File: src/verilog/lcc_pkg.sv
// Constants and types for the charge control block
package lcc_pkg;

  // Register byte offsets
  localparam logic [7:0] REG_CTRL   = 8'h00;
  localparam logic [7:0] REG_ICHG   = 8'h04;
  localparam logic [7:0] REG_TIMER  = 8'h08;
  localparam logic [7:0] REG_STATUS = 8'h0c;
  localparam logic [7:0] REG_FLAGS  = 8'h10;

  // Control, charge current and timer register fields and widths
  localparam int CTRL_OFF      = 0;
  localparam int CTRL_TDBL     = 1;
  localparam int CTRL_INHOLD   = 2;
  localparam int CTRL_TRACK    = 3;
  localparam int CTRL_SEL_LO   = 4;
  localparam int SEL_W         = 3;
  localparam int ICHG_FAST_LO  = 0;
  localparam int ICHG_PRE_LO   = 8;
  localparam int CUR_W         = 8;
  localparam int TMR_W         = 20;

  // Reset values
  localparam logic [7:0]       FAST_RST  = 8'h40;
  localparam logic [7:0]       PRE_RST   = 8'h08;
  localparam logic [TMR_W-1:0] LIMIT_RST = 20'h2bf20;

  // Flag bits
  localparam int FLG_OVP  = 0;
  localparam int FLG_INH  = 1;
  localparam int FLG_SYSH = 2;
  localparam int FLG_SAFE = 3;
  localparam int FLG_W    = 4;

  // Pin vector positions
  localparam int P_CE_N  = 0;
  localparam int P_VINOK = 1;
  localparam int P_OVER  = 2;
  localparam int P_BLOW  = 3;
  localparam int P_CV    = 4;
  localparam int P_TERM  = 5;
  localparam int P_THERM = 6;
  localparam int P_WARM  = 7;
  localparam int P_INH   = 8;
  localparam int P_SYSH  = 9;
  localparam int P_SLO   = 10;
  localparam int P_SHI   = 11;
  localparam int P_UVOK  = 12;
  localparam int P_REF   = 13;
  localparam int PIN_W   = 14;

  // Voltages in mV: input hold base/step, over-voltage trip point
  localparam int HOLD_BASE_MV = 4200;
  localparam int HOLD_STEP_MV = 100;
  localparam int OVP_MV       = 5500;

  // Times; the reference clock period sets the tick counts
  localparam int REF_PERIOD_NS = 400;
  localparam int PAUSE_US      = 1000;
  localparam int ALERT_US      = 128;
  localparam int PAUSE_TICKS   = (PAUSE_US * 1000) / REF_PERIOD_NS;
  localparam int ALERT_TICKS   = (ALERT_US * 1000) / REF_PERIOD_NS;
  localparam int TICK_W        = 12;

  localparam logic [1:0] RESP_OKAY   = 2'b00;
  localparam logic [1:0] RESP_SLVERR = 2'b10;

  typedef enum logic [2:0] {
    ST_IDLE  = 3'b000,
    ST_PRE   = 3'b001,
    ST_FAST  = 3'b010,
    ST_DONE  = 3'b011,
    ST_FAULT = 3'b100
  } lcc_state_t;

endpackage : lcc_pkg
File: src/verilog/lcc_charge_ctrl.sv
// Single-cell charger control with AXI4-Lite register access
// Function
// - Charge only with pin low and off bit 0
// - Enable pin high keeps charge switch off
// - Precharge current; timer limit one quarter
// - Reaching threshold moves to fast charge
// - Terminate at term current under CV only
// - No termination in hold, thermal, warm
// - No termination in supplement mode
// - Pause about 1 ms on current change
// - Input hold off at reset, 4.2-4.9 V
// - System hold off under battery tracking
// - Hold loops set status and flags
// - Doubling extends timer during hold loops
// - Supplement enter/exit with two offsets
// - Over-voltage: input off, alert, flag, status
// - Over-voltage status clears on its own
// - Over-voltage flag cleared only by later read
// - Over-voltage trip is 5.5 V
// - No input, battery above UVLO: system rail from battery
// - Safety expiry: stop, alert, fault flag
// - Doubling halves timer rate in other loops
`timescale 1ns/1ps
module lcc_charge_ctrl
  import lcc_pkg::*;
(
  // Clock, reset, enable
  input  wire logic              aclk,
  input  wire logic              aresetn,
  input  wire logic              clk_en,
  // AXI4-Lite write
  input  wire logic [7:0]        s_axi_awaddr,
  input  wire logic              s_axi_awvalid,
  output logic                   s_axi_awready,
  input  wire logic [31:0]       s_axi_wdata,
  input  wire logic [3:0]        s_axi_wstrb,
  input  wire logic              s_axi_wvalid,
  output logic                   s_axi_wready,
  output logic [1:0]             s_axi_bresp,
  output logic                   s_axi_bvalid,
  input  wire logic              s_axi_bready,
  // AXI4-Lite read
  input  wire logic [7:0]        s_axi_araddr,
  input  wire logic              s_axi_arvalid,
  output logic                   s_axi_arready,
  output logic [31:0]            s_axi_rdata,
  output logic [1:0]             s_axi_rresp,
  output logic                   s_axi_rvalid,
  input  wire logic              s_axi_rready,
  // Pins and analog comparators, asynchronous
  input  wire logic              charge_en_n,
  input  wire logic              vin_valid,
  input  wire logic              vin_over,
  input  wire logic              bat_below_precharge,
  input  wire logic              cv_loop_active,
  input  wire logic              at_term_current,
  input  wire logic              thermal_reg_active,
  input  wire logic              temp_warm,
  input  wire logic              input_hold_active,
  input  wire logic              system_hold_active,
  input  wire logic              sys_below_enter,
  input  wire logic              sys_above_exit,
  input  wire logic              bat_above_uvlo,
  input  wire logic              ref_clk,
  // Power path controls
  output logic                   charge_switch_on,
  output logic                   input_switch_on,
  output logic                   sys_from_battery,
  output logic                   supplement_mode,
  output logic [CUR_W-1:0]       charge_current,
  output logic                   input_hold_enable,
  output logic [SEL_W-1:0]       input_hold_sel,
  output logic                   system_hold_enable,
  output logic                   host_alert_n
);

  typedef struct packed {
    logic [PIN_W-1:0]  sync1;
    logic [PIN_W-1:0]  sync2;
    logic              ref_prev;
    logic              aw_got;
    logic              w_got;
    logic [7:0]        awaddr;
    logic [31:0]       wdata;
    logic [3:0]        wstrb;
    logic              bvalid;
    logic [1:0]        bresp;
    logic              rvalid;
    logic [1:0]        rresp;
    logic [31:0]       rdata;
    logic              off_bit;
    logic              tdbl;
    logic              inhold_en;
    logic              track;
    logic [SEL_W-1:0]  sel;
    logic [CUR_W-1:0]  fast_cur;
    logic [CUR_W-1:0]  pre_cur;
    logic [TMR_W-1:0]  limit;
    lcc_state_t        state;
    logic [CUR_W-1:0]  applied;
    logic              pausing;
    logic [TICK_W-1:0] pause_cnt;
    logic [TICK_W-1:0] ms_cnt;
    logic              half;
    logic [TMR_W-1:0]  safety;
    logic              alerting;
    logic [TICK_W-1:0] alert_cnt;
    logic              ovp_prev;
    logic              supp;
    logic [FLG_W-1:0]  flags;
    logic              chg_sw;
    logic              in_sw;
    logic              from_bat;
  } lcc_regs_t;

  lcc_regs_t s;
  lcc_regs_t next_s;

  logic [PIN_W-1:0] pin_raw;
  logic [PIN_W-1:0] pin;
  logic             ref_rise;
  logic             ovp;
  logic             in_hold;
  logic             sys_hold;
  logic             may_charge;
  logic             slow;
  logic             term_ok;
  logic [CUR_W-1:0] want;
  logic [TMR_W-1:0] phase_limit;
  logic             fault_evt;
  logic             do_wr;
  logic             do_rd;
  logic [FLG_W-1:0] flag_set;
  logic [FLG_W-1:0] flag_clr;
  logic [31:0]      status_word;

  assign pin_raw = {ref_clk, bat_above_uvlo, sys_above_exit,
                    sys_below_enter, system_hold_active,
                    input_hold_active, temp_warm, thermal_reg_active,
                    at_term_current, cv_loop_active, bat_below_precharge,
                    vin_over, vin_valid, charge_en_n};
  assign pin     = s.sync2;

  always_comb
  begin
    next_s = s;

    // Two-stage pin synchronisers; only sync2 feeds logic
    next_s.sync1    = pin_raw;
    next_s.sync2    = s.sync1;
    next_s.ref_prev = pin[P_REF];
    ref_rise        = pin[P_REF] && !s.ref_prev;

    // Comparator already trips at the fixed over-voltage point
    ovp      = pin[P_OVER];
    in_hold  = pin[P_INH] && s.inhold_en;
    sys_hold = pin[P_SYSH] && !s.track;

    // All four conditions needed; anything else keeps charging off
    may_charge = !pin[P_CE_N] && !s.off_bit
                 && pin[P_VINOK] && !ovp;

    // Supplement hysteresis between two offsets
    if (pin[P_SLO])
      next_s.supp = 1'b1;
    else if (pin[P_SHI])
      next_s.supp = 1'b0;

    term_ok = pin[P_CV] && pin[P_TERM]
              && !in_hold && !sys_hold && !pin[P_THERM]
              && !pin[P_WARM]
              && !s.supp;

    // Warm region halves the requested current
    want = (s.state == ST_PRE) ? s.pre_cur : s.fast_cur;
    if (pin[P_WARM])
      want = want >> 1;

    slow = s.tdbl && (in_hold || sys_hold
                      || pin[P_THERM] || pin[P_WARM]);
    phase_limit = (s.state == ST_PRE) ? (s.limit >> 2) : s.limit;

    fault_evt = 1'b0;
    flag_set  = '0;

    // Millisecond tick from the reference clock drives the timer
    if (ref_rise)
    begin
      if (s.ms_cnt == TICK_W'(PAUSE_TICKS - 1))
      begin
        next_s.ms_cnt = '0;
        if (s.state == ST_PRE || s.state == ST_FAST)
        begin
          next_s.half = !s.half;
          if (!slow || s.half)
            next_s.safety = s.safety + 1'b1;
        end
      end
      else
        next_s.ms_cnt = s.ms_cnt + 1'b1;
    end

    // Current change: hold charging off, then apply
    if (s.pausing)
    begin
      if (ref_rise)
      begin
        if (s.pause_cnt == TICK_W'(PAUSE_TICKS - 1))
        begin
          next_s.pausing = 1'b0;
          next_s.applied = want;
        end
        else
          next_s.pause_cnt = s.pause_cnt + 1'b1;
      end
    end
    else if (want != s.applied &&
             (s.state == ST_PRE || s.state == ST_FAST))
    begin
      next_s.pausing   = 1'b1;
      next_s.pause_cnt = '0;
    end

    case (s.state)
      ST_IDLE:
      begin
        next_s.safety = '0;
        next_s.half   = 1'b0;
        if (may_charge)
          next_s.state = pin[P_BLOW] ? ST_PRE : ST_FAST;
      end
      ST_PRE:
      begin
        if (!may_charge)
          next_s.state = ST_IDLE;
        else if (s.safety >= phase_limit)
          fault_evt = 1'b1;
        else if (!pin[P_BLOW])
          next_s.state = ST_FAST;
      end
      ST_FAST:
      begin
        if (!may_charge)
          next_s.state = ST_IDLE;
        else if (s.safety >= phase_limit)
          fault_evt = 1'b1;
        else if (term_ok && !s.pausing)
          next_s.state = ST_DONE;
      end
      ST_DONE:
      begin
        if (!may_charge)
          next_s.state = ST_IDLE;
      end
      ST_FAULT:
      begin
        // Only the pin or input power releases the fault
        if (pin[P_CE_N] || !pin[P_VINOK])
          next_s.state = ST_IDLE;
      end
      default:
        next_s.state = ST_IDLE;
    endcase

    if (fault_evt)
    begin
      next_s.state       = ST_FAULT;
      flag_set[FLG_SAFE] = 1'b1;
    end

    // Over-voltage edge gives one alert pulse
    next_s.ovp_prev = ovp;
    if (ovp && !s.ovp_prev)
      fault_evt = 1'b1;
    flag_set[FLG_OVP]  = ovp;
    flag_set[FLG_INH]  = in_hold;
    flag_set[FLG_SYSH] = sys_hold;

    if (fault_evt)
    begin
      next_s.alerting  = 1'b1;
      next_s.alert_cnt = '0;
    end
    else if (s.alerting && ref_rise)
    begin
      if (s.alert_cnt == TICK_W'(ALERT_TICKS - 1))
        next_s.alerting = 1'b0;
      else
        next_s.alert_cnt = s.alert_cnt + 1'b1;
    end

    next_s.in_sw    = pin[P_VINOK] && !ovp;
    next_s.from_bat = !pin[P_VINOK] && pin[P_UVOK];
    next_s.chg_sw   = may_charge && !next_s.pausing &&
                      (next_s.state == ST_PRE ||
                       next_s.state == ST_FAST);

    status_word = '0;
    status_word[2:0] = s.state;
    status_word[3]   = ovp;
    status_word[4]   = in_hold;
    status_word[5]   = sys_hold;
    status_word[6]   = s.supp;
    status_word[7]   = s.pausing;
    status_word[8]   = s.chg_sw;
    status_word[9]   = s.in_sw;
    status_word[10]  = s.from_bat;

    // AXI4-Lite write: address and data taken in either order
    if (s_axi_awvalid && !s.aw_got && !s.bvalid)
    begin
      next_s.aw_got = 1'b1;
      next_s.awaddr = s_axi_awaddr;
    end
    if (s_axi_wvalid && !s.w_got && !s.bvalid)
    begin
      next_s.w_got = 1'b1;
      next_s.wdata = s_axi_wdata;
      next_s.wstrb = s_axi_wstrb;
    end
    do_wr = s.aw_got && s.w_got;
    if (do_wr)
    begin
      next_s.aw_got = 1'b0;
      next_s.w_got  = 1'b0;
      next_s.bvalid = 1'b1;
      next_s.bresp  = RESP_OKAY;
      case (s.awaddr)
        REG_CTRL:
        begin
          if (s.wstrb[0])
          begin
            next_s.off_bit   = s.wdata[CTRL_OFF];
            next_s.tdbl      = s.wdata[CTRL_TDBL];
            next_s.inhold_en = s.wdata[CTRL_INHOLD];
            next_s.track     = s.wdata[CTRL_TRACK];
            next_s.sel       = s.wdata[CTRL_SEL_LO +: SEL_W];
          end
        end
        REG_ICHG:
        begin
          if (s.wstrb[0])
            next_s.fast_cur = s.wdata[ICHG_FAST_LO +: CUR_W];
          if (s.wstrb[1])
            next_s.pre_cur = s.wdata[ICHG_PRE_LO +: CUR_W];
        end
        REG_TIMER:
        begin
          if (s.wstrb[0])
            next_s.limit[7:0] = s.wdata[7:0];
          if (s.wstrb[1])
            next_s.limit[15:8] = s.wdata[15:8];
          if (s.wstrb[2])
            next_s.limit[TMR_W-1:16] = s.wdata[TMR_W-1:16];
          // New duration restarts a running timer
          next_s.safety = '0;
          next_s.half   = 1'b0;
        end
        REG_STATUS, REG_FLAGS:
          ;
        default:
          next_s.bresp = RESP_SLVERR;
      endcase
    end
    else if (s.bvalid && s_axi_bready)
      next_s.bvalid = 1'b0;

    // AXI4-Lite read; a flag read clears what it returned, except the over-voltage flag while over-voltage lasts
    flag_clr = '0;
    do_rd    = s_axi_arvalid && !s.rvalid;
    if (do_rd)
    begin
      next_s.rvalid = 1'b1;
      next_s.rresp  = RESP_OKAY;
      next_s.rdata  = '0;
      case (s_axi_araddr)
        REG_CTRL:
        begin
          next_s.rdata[CTRL_OFF]    = s.off_bit;
          next_s.rdata[CTRL_TDBL]   = s.tdbl;
          next_s.rdata[CTRL_INHOLD] = s.inhold_en;
          next_s.rdata[CTRL_TRACK]  = s.track;
          next_s.rdata[CTRL_SEL_LO +: SEL_W] = s.sel;
        end
        REG_ICHG:
        begin
          next_s.rdata[ICHG_FAST_LO +: CUR_W] = s.fast_cur;
          next_s.rdata[ICHG_PRE_LO +: CUR_W]  = s.pre_cur;
        end
        REG_TIMER:
          next_s.rdata[TMR_W-1:0] = s.limit;
        REG_STATUS:
          next_s.rdata = status_word;
        REG_FLAGS:
        begin
          next_s.rdata[FLG_W-1:0] = s.flags;
          flag_clr = s.flags;
          if (ovp)
            flag_clr[FLG_OVP] = 1'b0;
        end
        default:
          next_s.rresp = RESP_SLVERR;
      endcase
    end
    else if (s.rvalid && s_axi_rready)
      next_s.rvalid = 1'b0;

    // A new event beats a clear in the same cycle
    next_s.flags = (s.flags & ~flag_clr) | flag_set;
  end

  always_ff @(posedge aclk)
  begin
    if (!aresetn)
    begin
      s           <= '0;
      s.state     <= ST_IDLE;
      s.fast_cur  <= FAST_RST;
      s.pre_cur   <= PRE_RST;
      s.limit     <= LIMIT_RST;
      s.inhold_en <= 1'b0;
    end
    else if (clk_en)
      s <= next_s;
  end

  assign s_axi_awready      = !s.aw_got && !s.bvalid;
  assign s_axi_wready       = !s.w_got && !s.bvalid;
  assign s_axi_bvalid       = s.bvalid;
  assign s_axi_bresp        = s.bresp;
  assign s_axi_arready      = !s.rvalid;
  assign s_axi_rvalid       = s.rvalid;
  assign s_axi_rdata        = s.rdata;
  assign s_axi_rresp        = s.rresp;
  assign charge_switch_on   = s.chg_sw;
  assign input_switch_on    = s.in_sw;
  assign sys_from_battery   = s.from_bat;
  assign supplement_mode    = s.supp;
  assign charge_current     = s.applied;
  assign input_hold_enable  = s.inhold_en;
  assign input_hold_sel     = s.sel;
  assign system_hold_enable = !s.track;
  assign host_alert_n       = !s.alerting;

endmodule : lcc_charge_ctrl

File: config.mk
export PLATFORM = sky130hd
export DESIGN_NAME = lcc_charge_ctrl
export DESIGN_NICKNAME = d
export VERILOG_FILES = /design/src/verilog/lcc_pkg.sv /design/src/verilog/lcc_charge_ctrl.sv
export SDC_FILE = /design/constraint.sdc
export NUM_CORES = 1
export LEC_CHECK = 0
export BUFFER_PORTS_ARGS = -buffer_cell sky130_fd_sc_hd__buf_4
export CORE_AREA = 2 2 164 126
export DETAILED_ROUTE_END_ITERATION = 10
export DIE_AREA = 0 0 166 128
export GPL_TIMING_DRIVEN = 0
export PLACE_DENSITY = 0.75
export SLEW_MARGIN = 10
export SYNTH_ARGS = -nofsm -noshare
export SYNTH_HDL_FRONTEND = slang
export SYNTH_SLANG_ARGS = --single-unit
File: constraint.sdc
create_clock -name aclk -period 3.57 [get_ports aclk]
set_clock_uncertainty 0.1 [all_clocks]
set_input_delay 0.1785 -clock aclk [delete_from_list [all_inputs] [get_ports aclk]]
set_output_delay 0.1785 -clock aclk [all_outputs]
set_load 0.02 [all_outputs]
==> Word-level counts from Yosys, hierarchy flattened <==
Cells that the tools add are included.
{ "totals": {"mem_bits_ro": 0, "memories": 0, "wordCells": 215, "latch_bits": 0, "register_bits": 210, "mem_bits_rw": 0, "input_bits": 74, "output_inout_bits": 59} }
{ "op_classes": {"shift": 0, "reduce_logical": 93, "order_cmp": 1, "n_mul": 0, "n_addsub": 4, "bitwise": 3, "div": 0, "eq_ne": 21, "muxes": 55} }
{ "ops": {"columns": ["cell", "count"], "rows": [
  ["$mux W21", 6],
  ["$mux W13", 5],
  ["$mux W20", 2],
  ["$add A12 B1 Y12 const B", 3],
  ["$mux W12", 3],
  ["$eq A8 B4 Y1 const B", 4],
  ["$reduce_and A4 Y1", 8],
  ["$logic_and A1 B1 Y1", 31],
  ["$mux W3", 10],
  ["$pmux W9 S3", 1],
  ["$eq A12 B12 Y1 const B", 2],
  ["$logic_not A1 Y1", 21],
  ["$add A20 B1 Y20 const B", 1],
  ["$ge A20 B20 Y1", 1],
  ["$pmux W4 S5", 1],
  ["$reduce_and A2 Y1", 10],
  ["$eq A8 B3 Y1 const B", 2],
  ["$eq A8 B5 Y1 const B", 2],
  ["$logic_not A8 Y1", 2],
  ["$mux W1", 16],
  ["$mux W8", 2],
  ["$reduce_bool A2 Y1", 8],
  ["$pmux W3 S5", 1],
  ["$eq A12 B9 Y1 const B", 1],
  ["other kinds (17)", 34]
]} }

==> Depth between registers and ports, before layout <==
Gate-level depths: netlist of run 1.
{ "depth": {"ltp_word": 16, "depth_mapped": 15, "mapped_depth_nobuf": 12} }

==> Worst setup path before layout of run 1 <==
No wires, ideal clock.
{ "synth_path": {"path_kind": "register -> register", "from": "register s[77] (netlist bit)", "to": "register s[9] (netlist bit)", "t_required_ns": 3.400, "t_arrival_ns": 3.490, "path_slack_ns": -0.090, "stages_incl_launch_ff": 14, "path_cell_list": "dfxtp_1 buf_2 nor3b_2 buf_4 buf_1 mux2i_1 ha_1 and2_1 a221oi_1 o211ai_1 a41o_1 a21o_1 or4_1 a21oi_1"} }
{ "synth_between": {"elab_chain_cells": 9, "word_cells_on_any_way": 13, "classes_between": "order compare: 1; eq/ne: 3; mux: 6; reduce/logical: 3"} }
{ "synth_rtl": {"columns": ["item", "line", "source"], "rows": [
  ["start: declaration", "lcc_charge_ctrl.sv:116", "lcc_regs_t s;"],
  ["start signal: assignment", "lcc_charge_ctrl.sv:424", "s <= next_s;"],
  ["$eq A3 B1 Y1", "lcc_charge_ctrl.sv:181, lcc_charge_ctrl.sv:224", null],
  ["$mux W20", "lcc_charge_ctrl.sv:181", "phase_limit = (s.state == ST_PRE) ? (s.limit >> 2) : s.limit;"],
  ["$ge A20 B20 Y1", "lcc_charge_ctrl.sv:236, lcc_charge_ctrl.sv:245", null],
  ["$mux W1", "lcc_charge_ctrl.sv:236, lcc_charge_ctrl.sv:245", null],
  ["$mux W1", "lcc_charge_ctrl.sv:234", "if (!may_charge)"],
  ["$mux W1 (*)", null, null],
  ["$mux W1 (*)", "lcc_charge_ctrl.sv:273", "if (ovp && !s.ovp_prev)"],
  ["$ne A2 B2 Y1 (no line) / $reduce_bool A2 Y1 (equally long branches)", null, null],
  ["$reduce_and A3 Y1 (no line)", null, null]
]} }
Every way passes the cells marked *; elsewhere a longest branch is shown, timed or not.
A chain may end at the register's enable or synchronous reset.

==> Worst setup path after layout of run 1 <==
Same ends and word-level chain as after synthesis.

==> key figures, run 1 <==
Placed design
  – GP Congestion: 0.9195
  – PortBufs: 104
  – HPWL Detailed: 20.53 mm

Layout
  – Most common cell after layout, fill and taps aside: dfxtp_1
  – Synthesis-to-layout area growth: 23.90%
  – Layout cells sized above 1: 16.53%
  – Most frequent cells in the layout: dfxtp_1, nor2_1, buf_4
  – Layout Nets: 1453
  – Antenna diodes: 0

Floorplanning
  – Initial Util: 50.66%
  – Core Rows: 45
  – Die area: 21250 µm²
  – Die H: 128 µm
  – Top Ports: 133
  – Die W: 166 µm
  – Core Box Area: 19760 µm²

CTS
  – Clock Pin Slew Worst Setup and Hold Paths: 0.07 ns
  – Clock sink total: 208
  – CTS tree: done
  – Clock tree root driver cell: clkbuf_16
  – Clock buffer depth: 3
  – CTS H-tree depth: 1
  – Inserted Clock Buffers: 21
  – Worst-Skew Late Latency: 0.51 ns

Route
  – Initial DRC Count: 884
  – DR vias/cell: 5.522
  – Post-route DRC: 0
  – Via count: 8973
  – Drt total wl: 28.53 mm
  – WL/cell: 17.56 µm
  – ANT nets after route: 0
  – Drt pass-1 iters: 5

Synthesis
  – Warnings, synthesis: 0
  – Register bit total from synthesis: 208
  – Sequential-to-total area share from yosys stat: 41.59%
  – Post-Syn Area: 10010 µm²
  – Leading register cell type out of synthesis: dfxtp_1
  – Avg Cell Area, Syn: 8.637 µm²
  – Post-synth EDFFs: 0
  – Ys async rst share: 0%
  – Most area-consuming cells after synthesis: dfxtp_1, mux2i_1, nor2_1
  – Yosys top cell by area: dfxtp_1
  – Synth cell types: 60
  – Gate Count Post-Synth: 1159
  – Yosys top cell area share: 41.59%

STA
  – Tightest Pin Transition: 1.121 ns
  – Fin crit period: 3.436 ns
  – RSZ-0062 raised after global routing: false
  – Slew Limit Headroom: 24.23%
  – Hold slack: 0.02578 ns
  – Setup violators final: 0
  – Max Slew Vio Count: 0
  – Final Hold Viols: 0
  – Fmax: 0.2911 GHz
  – Tcrit/Tclk final: 96.24%

Critical path
  – Max incr delay on CP: 0.48 ns
  – Max FO, Critical Path: 17
  – Crit path launch type: register
  – Crit path DAT: 3.77 ns
  – Critical path, cell by cell: buf_2, nor3b_4, buf_12, mux2i_2, ha_1, and2_1, a221oi_2, o211ai_1, a41o_2, a21o_1, or4_1, a21oi_1
  – Reg-to-reg startpoint: s[77]
  – Slowest CP cell: or4_1
  – Required @ worst endpoint: 3.90 ns
  – Kind of critical path: reg2reg
  – Crit end category: register
  – Worst r2r path cells: 12
  – Worst Path Buf+Inv: 2
  – R2r endpoint: s[9]
  – Cell family with most CP delay: compound AO/OA/AOI/OAI gates
  – Reg2reg setup slack: 0.13 ns

Power
  – Pleak: 5.087 nW
  – Cell area power density: 394.8 nW/µm²
  – Max VDD drop: 298.0 µV
  – Overall Power: 4.897 mW

Min path
  – Min-Delay Startpoint: s_axi_araddr[6]
  – Hold WC Path Type: in2reg
  – Hold worst-path end: s_axi_rresp[1]
  – Hold depth: 5

Global route
  – Largest net degree at the start of global routing: 15
  – Initial antenna violation count: 0
  – Overflow after GRT: 0
  – Vias in the first global route: 8276
  – Gr usage total: 26.40%
  – First-pass GRT wire length: 44.86 mm

Flow run
  – Max_cap viols: 0

Outcome
  – Status: finished, final reports clean
synth_stat cells, types with 7 or more instances:
master	count
nand3_1	44
nand4_1	11
o21ai_0	24
xnor2_1	20
buf_4	48
nand2_1	137
nand2b_1	16
nor4_1	7
xor2_1	21
a31oi_1	8
and3_1	9
mux4_2	7
nor2_1	182
clkbuf_1	47
a21oi_1	82
nor2b_1	9
a22oi_1	18
and2_1	7
ha_1	24
mux2i_1	121
or3_1	9
inv_1	15
dfxtp_1	208
nor3_1	20
worst register-to-register path: cells and delay by family, from the launching register on:
kind | cells | cell delay, ns
AND/OR/NAND/NOR | 3 | 0.97
multiplexers | 1 | 0.24
AO/OA/AOI/OAI | 5 | 1.05
adder cells (fa/ha/maj) | 1 | 0.29
flip-flops | 1 | 0.31
buffers and inverters | 2 | 0.41
how the worst max path moves through the flow:
stage | start | slack, ns | depth (start not counted) | end
global route | s[77] | 0.02 | 12 | s[9]
CTS | s[77] | 0.008 | 13 | s[9]
global placement | s[77] | -0.54 | 14 | s[17]
floorplan | s[77] | 0.12 | 13 | s[9]
detailed placement | s[77] | -0.58 | 14 | s[13]
finish | s[77] | 0.13 | 12 | s[9]
registers in the layout, indices dropped and copies added (netlist names):
register           count
charge_switch_on       1
s_axi_rvalid           1
next_s                14
supplement_mode        1
pin                   14
input_hold_enable      1
s_axi_rresp            1
input_switch_on        1
s                    140
charge_current         8
s_axi_rdata           20
sys_from_battery       1
s_axi_bresp            1
s_axi_bvalid           1
input_hold_sel         3
cell families (layout without fill, tap and decap cells):
| group | count (synthesis) | count (layout) | synth area share [%] |
|---|---|---|---|
| AOI/OAI and AO/OA | 159 | 159 | 9.536 |
| DFF | 208 | 208 | 41.59 |
| muxes | 134 | 134 | 14.49 |
| xor gates and xnor gates | 41 | 41 | 3.587 |
| adders and majority gates | 24 | 24 | 3.000 |
| other | 1 | 14 | 0.03746 |
| and+or+nand+nor | 473 | 473 | 21.31 |
| buffers and inverters | 119 | 314 | 6.449 |
metrics by stage:
step | util (%) | std cells | TNS, ns | setup slack [ns] | area (µm²)
2_1_floorplan | - | 1172 | 0 | 0.1240 | 10060
3_3_place_gp | 56.49 | 1534 | -6.157 | -0.5365 | 11160
3_5_place_dp | 56.49 | 1534 | -7.024 | -0.5783 | 11160
4_1_cts | 62.37 | 1619 | 0 | 0.008074 | 12330
5_1_grt | 62.76 | 1625 | 0 | 0.02016 | 12400
6_report | 62.76 | 1625 | 0 | 0.1342 | 12400
metal layers:
layer | wire length, µm | global-route usage (%) | part of all wire [%]
met2 | 12070 | 40.64 | 42
met3 | 2623 | 5.526 | 9.2
met1 | 13050 | 37.79 | 46
met5 | 0 | 0 | 0
met4 | 788 | 7.059 | 2.8
report_power, final:
group / internal (mW) / switching, mW
combinational: 0.168 / 0.219
sequential: 2.36 / 0.0367
clock: 1.20 / 0.917
total: 3.72 / 1.17
cell type report:
class / instances / area, µm²
clock buffer: 29 / 575.6
tap: 258 / 322.8
fill: 1674 / 7360
multi-input combinational: 845 / 5295
timing repair buffer: 161 / 1329
inverter: 16 / 60.06
buffer: 102 / 594.3
clock inverter: 6 / 62.56
sequential: 208 / 4164
repair_timing:
item | 4_1_cts | 5_1_grt
endpoints found under the hold margin | 48 | 0
resized for setup | 6 | 7
setup endpoints to repair | 18 | 15
buffers inserted | 2 | 7
cloned | 0 | 0
pin swaps | 2 | 5
hold buffers | 48 | 0
Power figures use the tool's default switching activity.
==> run 2, diff against run 1 <==
--- a/config.mk
+++ b/config.mk
@@ -6,11 +6,11 @@
 export NUM_CORES = 1
 export LEC_CHECK = 0
 export BUFFER_PORTS_ARGS = -buffer_cell sky130_fd_sc_hd__buf_4
-export CORE_AREA = 2 2 164 126
+export CORE_AREA = 2 2 176 135
 export DETAILED_ROUTE_END_ITERATION = 10
-export DIE_AREA = 0 0 166 128
+export DIE_AREA = 0 0 178 137
 export GPL_TIMING_DRIVEN = 0
-export PLACE_DENSITY = 0.75
+export PLACE_DENSITY = 0.66
 export SLEW_MARGIN = 10
 export SYNTH_ARGS = -nofsm -noshare
 export SYNTH_HDL_FRONTEND = slang
==> key figures, run 2 (synthesized netlist as in run 1, its figures left out) <==
Floorplanning
  – Top Ports: 133 (unchanged)
  – Initial Util: 44.21% (was 50.66%)
  – Die area: 24390 µm² (was 21250 µm²)
  – Core Rows: 48 (was 45)
  – Die H: 137 µm (was 128 µm)
  – Die W: 178 µm (was 166 µm)
  – Core Box Area: 22640 µm² (was 19760 µm²)

Global route
  – Gr usage total: 23.67% (was 26.40%)
  – Largest net degree at the start of global routing: 15 (unchanged)
  – Vias in the first global route: 7986 (was 8276)
  – First-pass GRT wire length: 44.48 mm (was 44.86 mm)
  – Initial antenna violation count: 0 (unchanged)
  – Overflow after GRT: 0 (unchanged)

Min path
  – Hold worst-path end: s_axi_rresp[1] (unchanged)
  – Hold WC Path Type: in2reg (unchanged)
  – Min-Delay Startpoint: s_axi_araddr[6] (unchanged)
  – Hold depth: 5 (unchanged)

STA
  – Tcrit/Tclk final: 96.88% (was 96.24%)
  – Hold slack: 0.03164 ns (was 0.02578 ns)
  – Fmax: 0.2891 GHz (was 0.2911 GHz)
  – Max Slew Vio Count: 0 (unchanged)
  – Tightest Pin Transition: 1.152 ns (was 1.121 ns)
  – Setup TNS: 0 ns (unchanged)
  – Setup violators final: 0 (unchanged)
  – RSZ-0062 raised after global routing: false (unchanged)
  – Fin crit period: 3.459 ns (was 3.436 ns)
  – Final Hold Viols: 0 (unchanged)
  – Final worst setup slack: 0.1114 ns (was 0.1342 ns)
  – Slew Limit Headroom: 22.88% (was 24.23%)

Flow run
  – Max_cap viols: 0 (unchanged)

Critical path
  – Max incr delay on CP: 0.48 ns (about the same)
  – Crit path DAT: 3.79 ns (was 3.77 ns)
  – Required @ worst endpoint: 3.91 ns (was 3.90 ns)
  – Reg-to-reg startpoint: s[77] (unchanged)
  – Slowest CP cell: or4_1 (unchanged)
  – R2r endpoint: s[9] (unchanged)
  – Worst setup path startpoint: s[77] (unchanged)
  – Reg2reg setup slack: 0.11 ns (was 0.13 ns)
  – Max FO, Critical Path: 10 (was 17)
  – Crit end category: register (unchanged)
  – Worst r2r path cells: 13 (was 12)
  – Crit path launch type: register (unchanged)
  – Critical path, cell by cell: buf_4, nor3b_4, buf_6, buf_12, mux2i_1, ha_1, and2_1, a221oi_2, o211ai_1, a41o_2, a21o_1, or4_1, a21oi_1 (was buf_2, nor3b_4, buf_12, mux2i_2, ha_1, and2_1, a221oi_2, o211ai_1, a41o_2, a21o_1, or4_1, a21oi_1)
  – Kind of critical path: reg2reg (unchanged)

Route
  – Drt pass-1 iters: 5 (unchanged)
  – Post-route DRC: 0 (unchanged)
  – WL/cell: 17.28 µm (was 17.56 µm)
  – Drt total wl: 28.86 mm (was 28.53 mm)
  – Initial DRC Count: 794 (was 884)
  – DR vias/cell: 5.299 (was 5.522)
  – Via count: 8849 (was 8973)
  – ANT nets after route: 0 (unchanged)

CTS
  – CTS H-tree depth: 1 (unchanged)
  – Worst-Skew Late Latency: 0.52 ns (was 0.51 ns)
  – Clock buffer depth: 3 (unchanged)
  – Clock Pin Slew Worst Setup and Hold Paths: 0.07 ns (about the same)
  – CTS tree: done (unchanged)
  – Clock tree root driver cell: clkbuf_16 (unchanged)
  – Clock sink total: 208 (unchanged)
  – Inserted Clock Buffers: 22 (was 21)

Placed design
  – Pre-CTS WS: -0.6235 ns (was -0.5783 ns)
  – HPWL Detailed: 21.34 mm (was 20.53 mm)
  – PortBufs: 104 (unchanged)
  – GP Congestion: 0.8914 (was 0.9195)
  – Dpl cells: 1576 (was 1534)

Power
  – Pleak: 5.143 nW (was 5.087 nW)
  – Cell area power density: 413.5 nW/µm² (was 394.8 nW/µm²)
  – Max VDD drop: 317.2 µV (was 298.0 µV)

Layout
  – Post-Layout Cell Count: 1670 (was 1625)
  – Final core occ: 55.50% (was 62.76%)
  – Synthesis-to-layout area growth: 25.52% (was 23.90%)
  – Layout Nets: 1452 (was 1453)
  – Antenna diodes: 0 (unchanged)
  – Max FFs per register: 140 (unchanged)
  – Most frequent cells in the layout: dfxtp_1, nor2_1, buf_4 (unchanged)
  – Top reg by flops: s (unchanged)
  – Layout cells sized above 1: 16.72% (was 16.53%)
  – Most common cell after layout, fill and taps aside: dfxtp_1 (unchanged)

Outcome
  – Status: finished, final reports clean (unchanged)
==> run 2: area by class of cell <==
type	instances	area [µm²]
inverters	16	60.06
flip-flops and latches	208	4164
well taps	300	375.4
repair buffers	159	1326
multi-input cells	845	5283
plain buffers	102	596.8
fillers	2029	10080
clock inverters	13	181.4
clock buffers	27	579.3
==> run 2: through the flow <==
step,area (µm²),total power [mW]
global placement,11220,2.779
detailed placement,11220,2.782
finish,12570,5.196
CTS,12500,5.215
global route,12570,5.356
floorplan,10060,2.635
==> run 2: timing repair <==
item / 4_1_cts / 5_1_grt
endpoints found under the hold margin: 48 / 0
hold buffers: 48 / 0
buffers inserted: 2 / 5
setup endpoints to repair: 18 / 13
pin swaps: 2 / 5
gates resized for setup: 6 / 7
gates cloned: 0 / 0
==> run 2: layer usage <==
layer  GRT usage [%]  share of wire (%)  vias up
met3           3.500                8.3       33
met2           35.01                 41      344
li1                -                  -     4334
met1           36.21                 49     4138
met4           4.827                1.5        0
met5               0                  0        -
==> run 2: worst max-delay path by stage <==
stage                     endpoint  slack, ns
after floorplan               s[9]       0.12
after global placement       s[17]      -0.58
after detailed placement     s[17]      -0.62
after CTS                     s[9]       0.07
after global routing          s[9]      0.004
final                         s[9]       0.11
==> run 2: power by group <==
part,switching [mW],internal [mW]
combinational,0.216,0.168
sequential,0.0357,2.36
clock,0.964,1.45
==> run 2: critical path, delay by kind of cell, from the launching register on <==
kind / cells / cell delay, ns
buffers and inverters: 3 / 0.47
flip-flops: 1 / 0.31
adder cells (fa/ha/maj): 1 / 0.28
AND/OR/NAND/NOR: 3 / 0.91
AO/OA/AOI/OAI: 5 / 1.08
multiplexers: 1 / 0.22
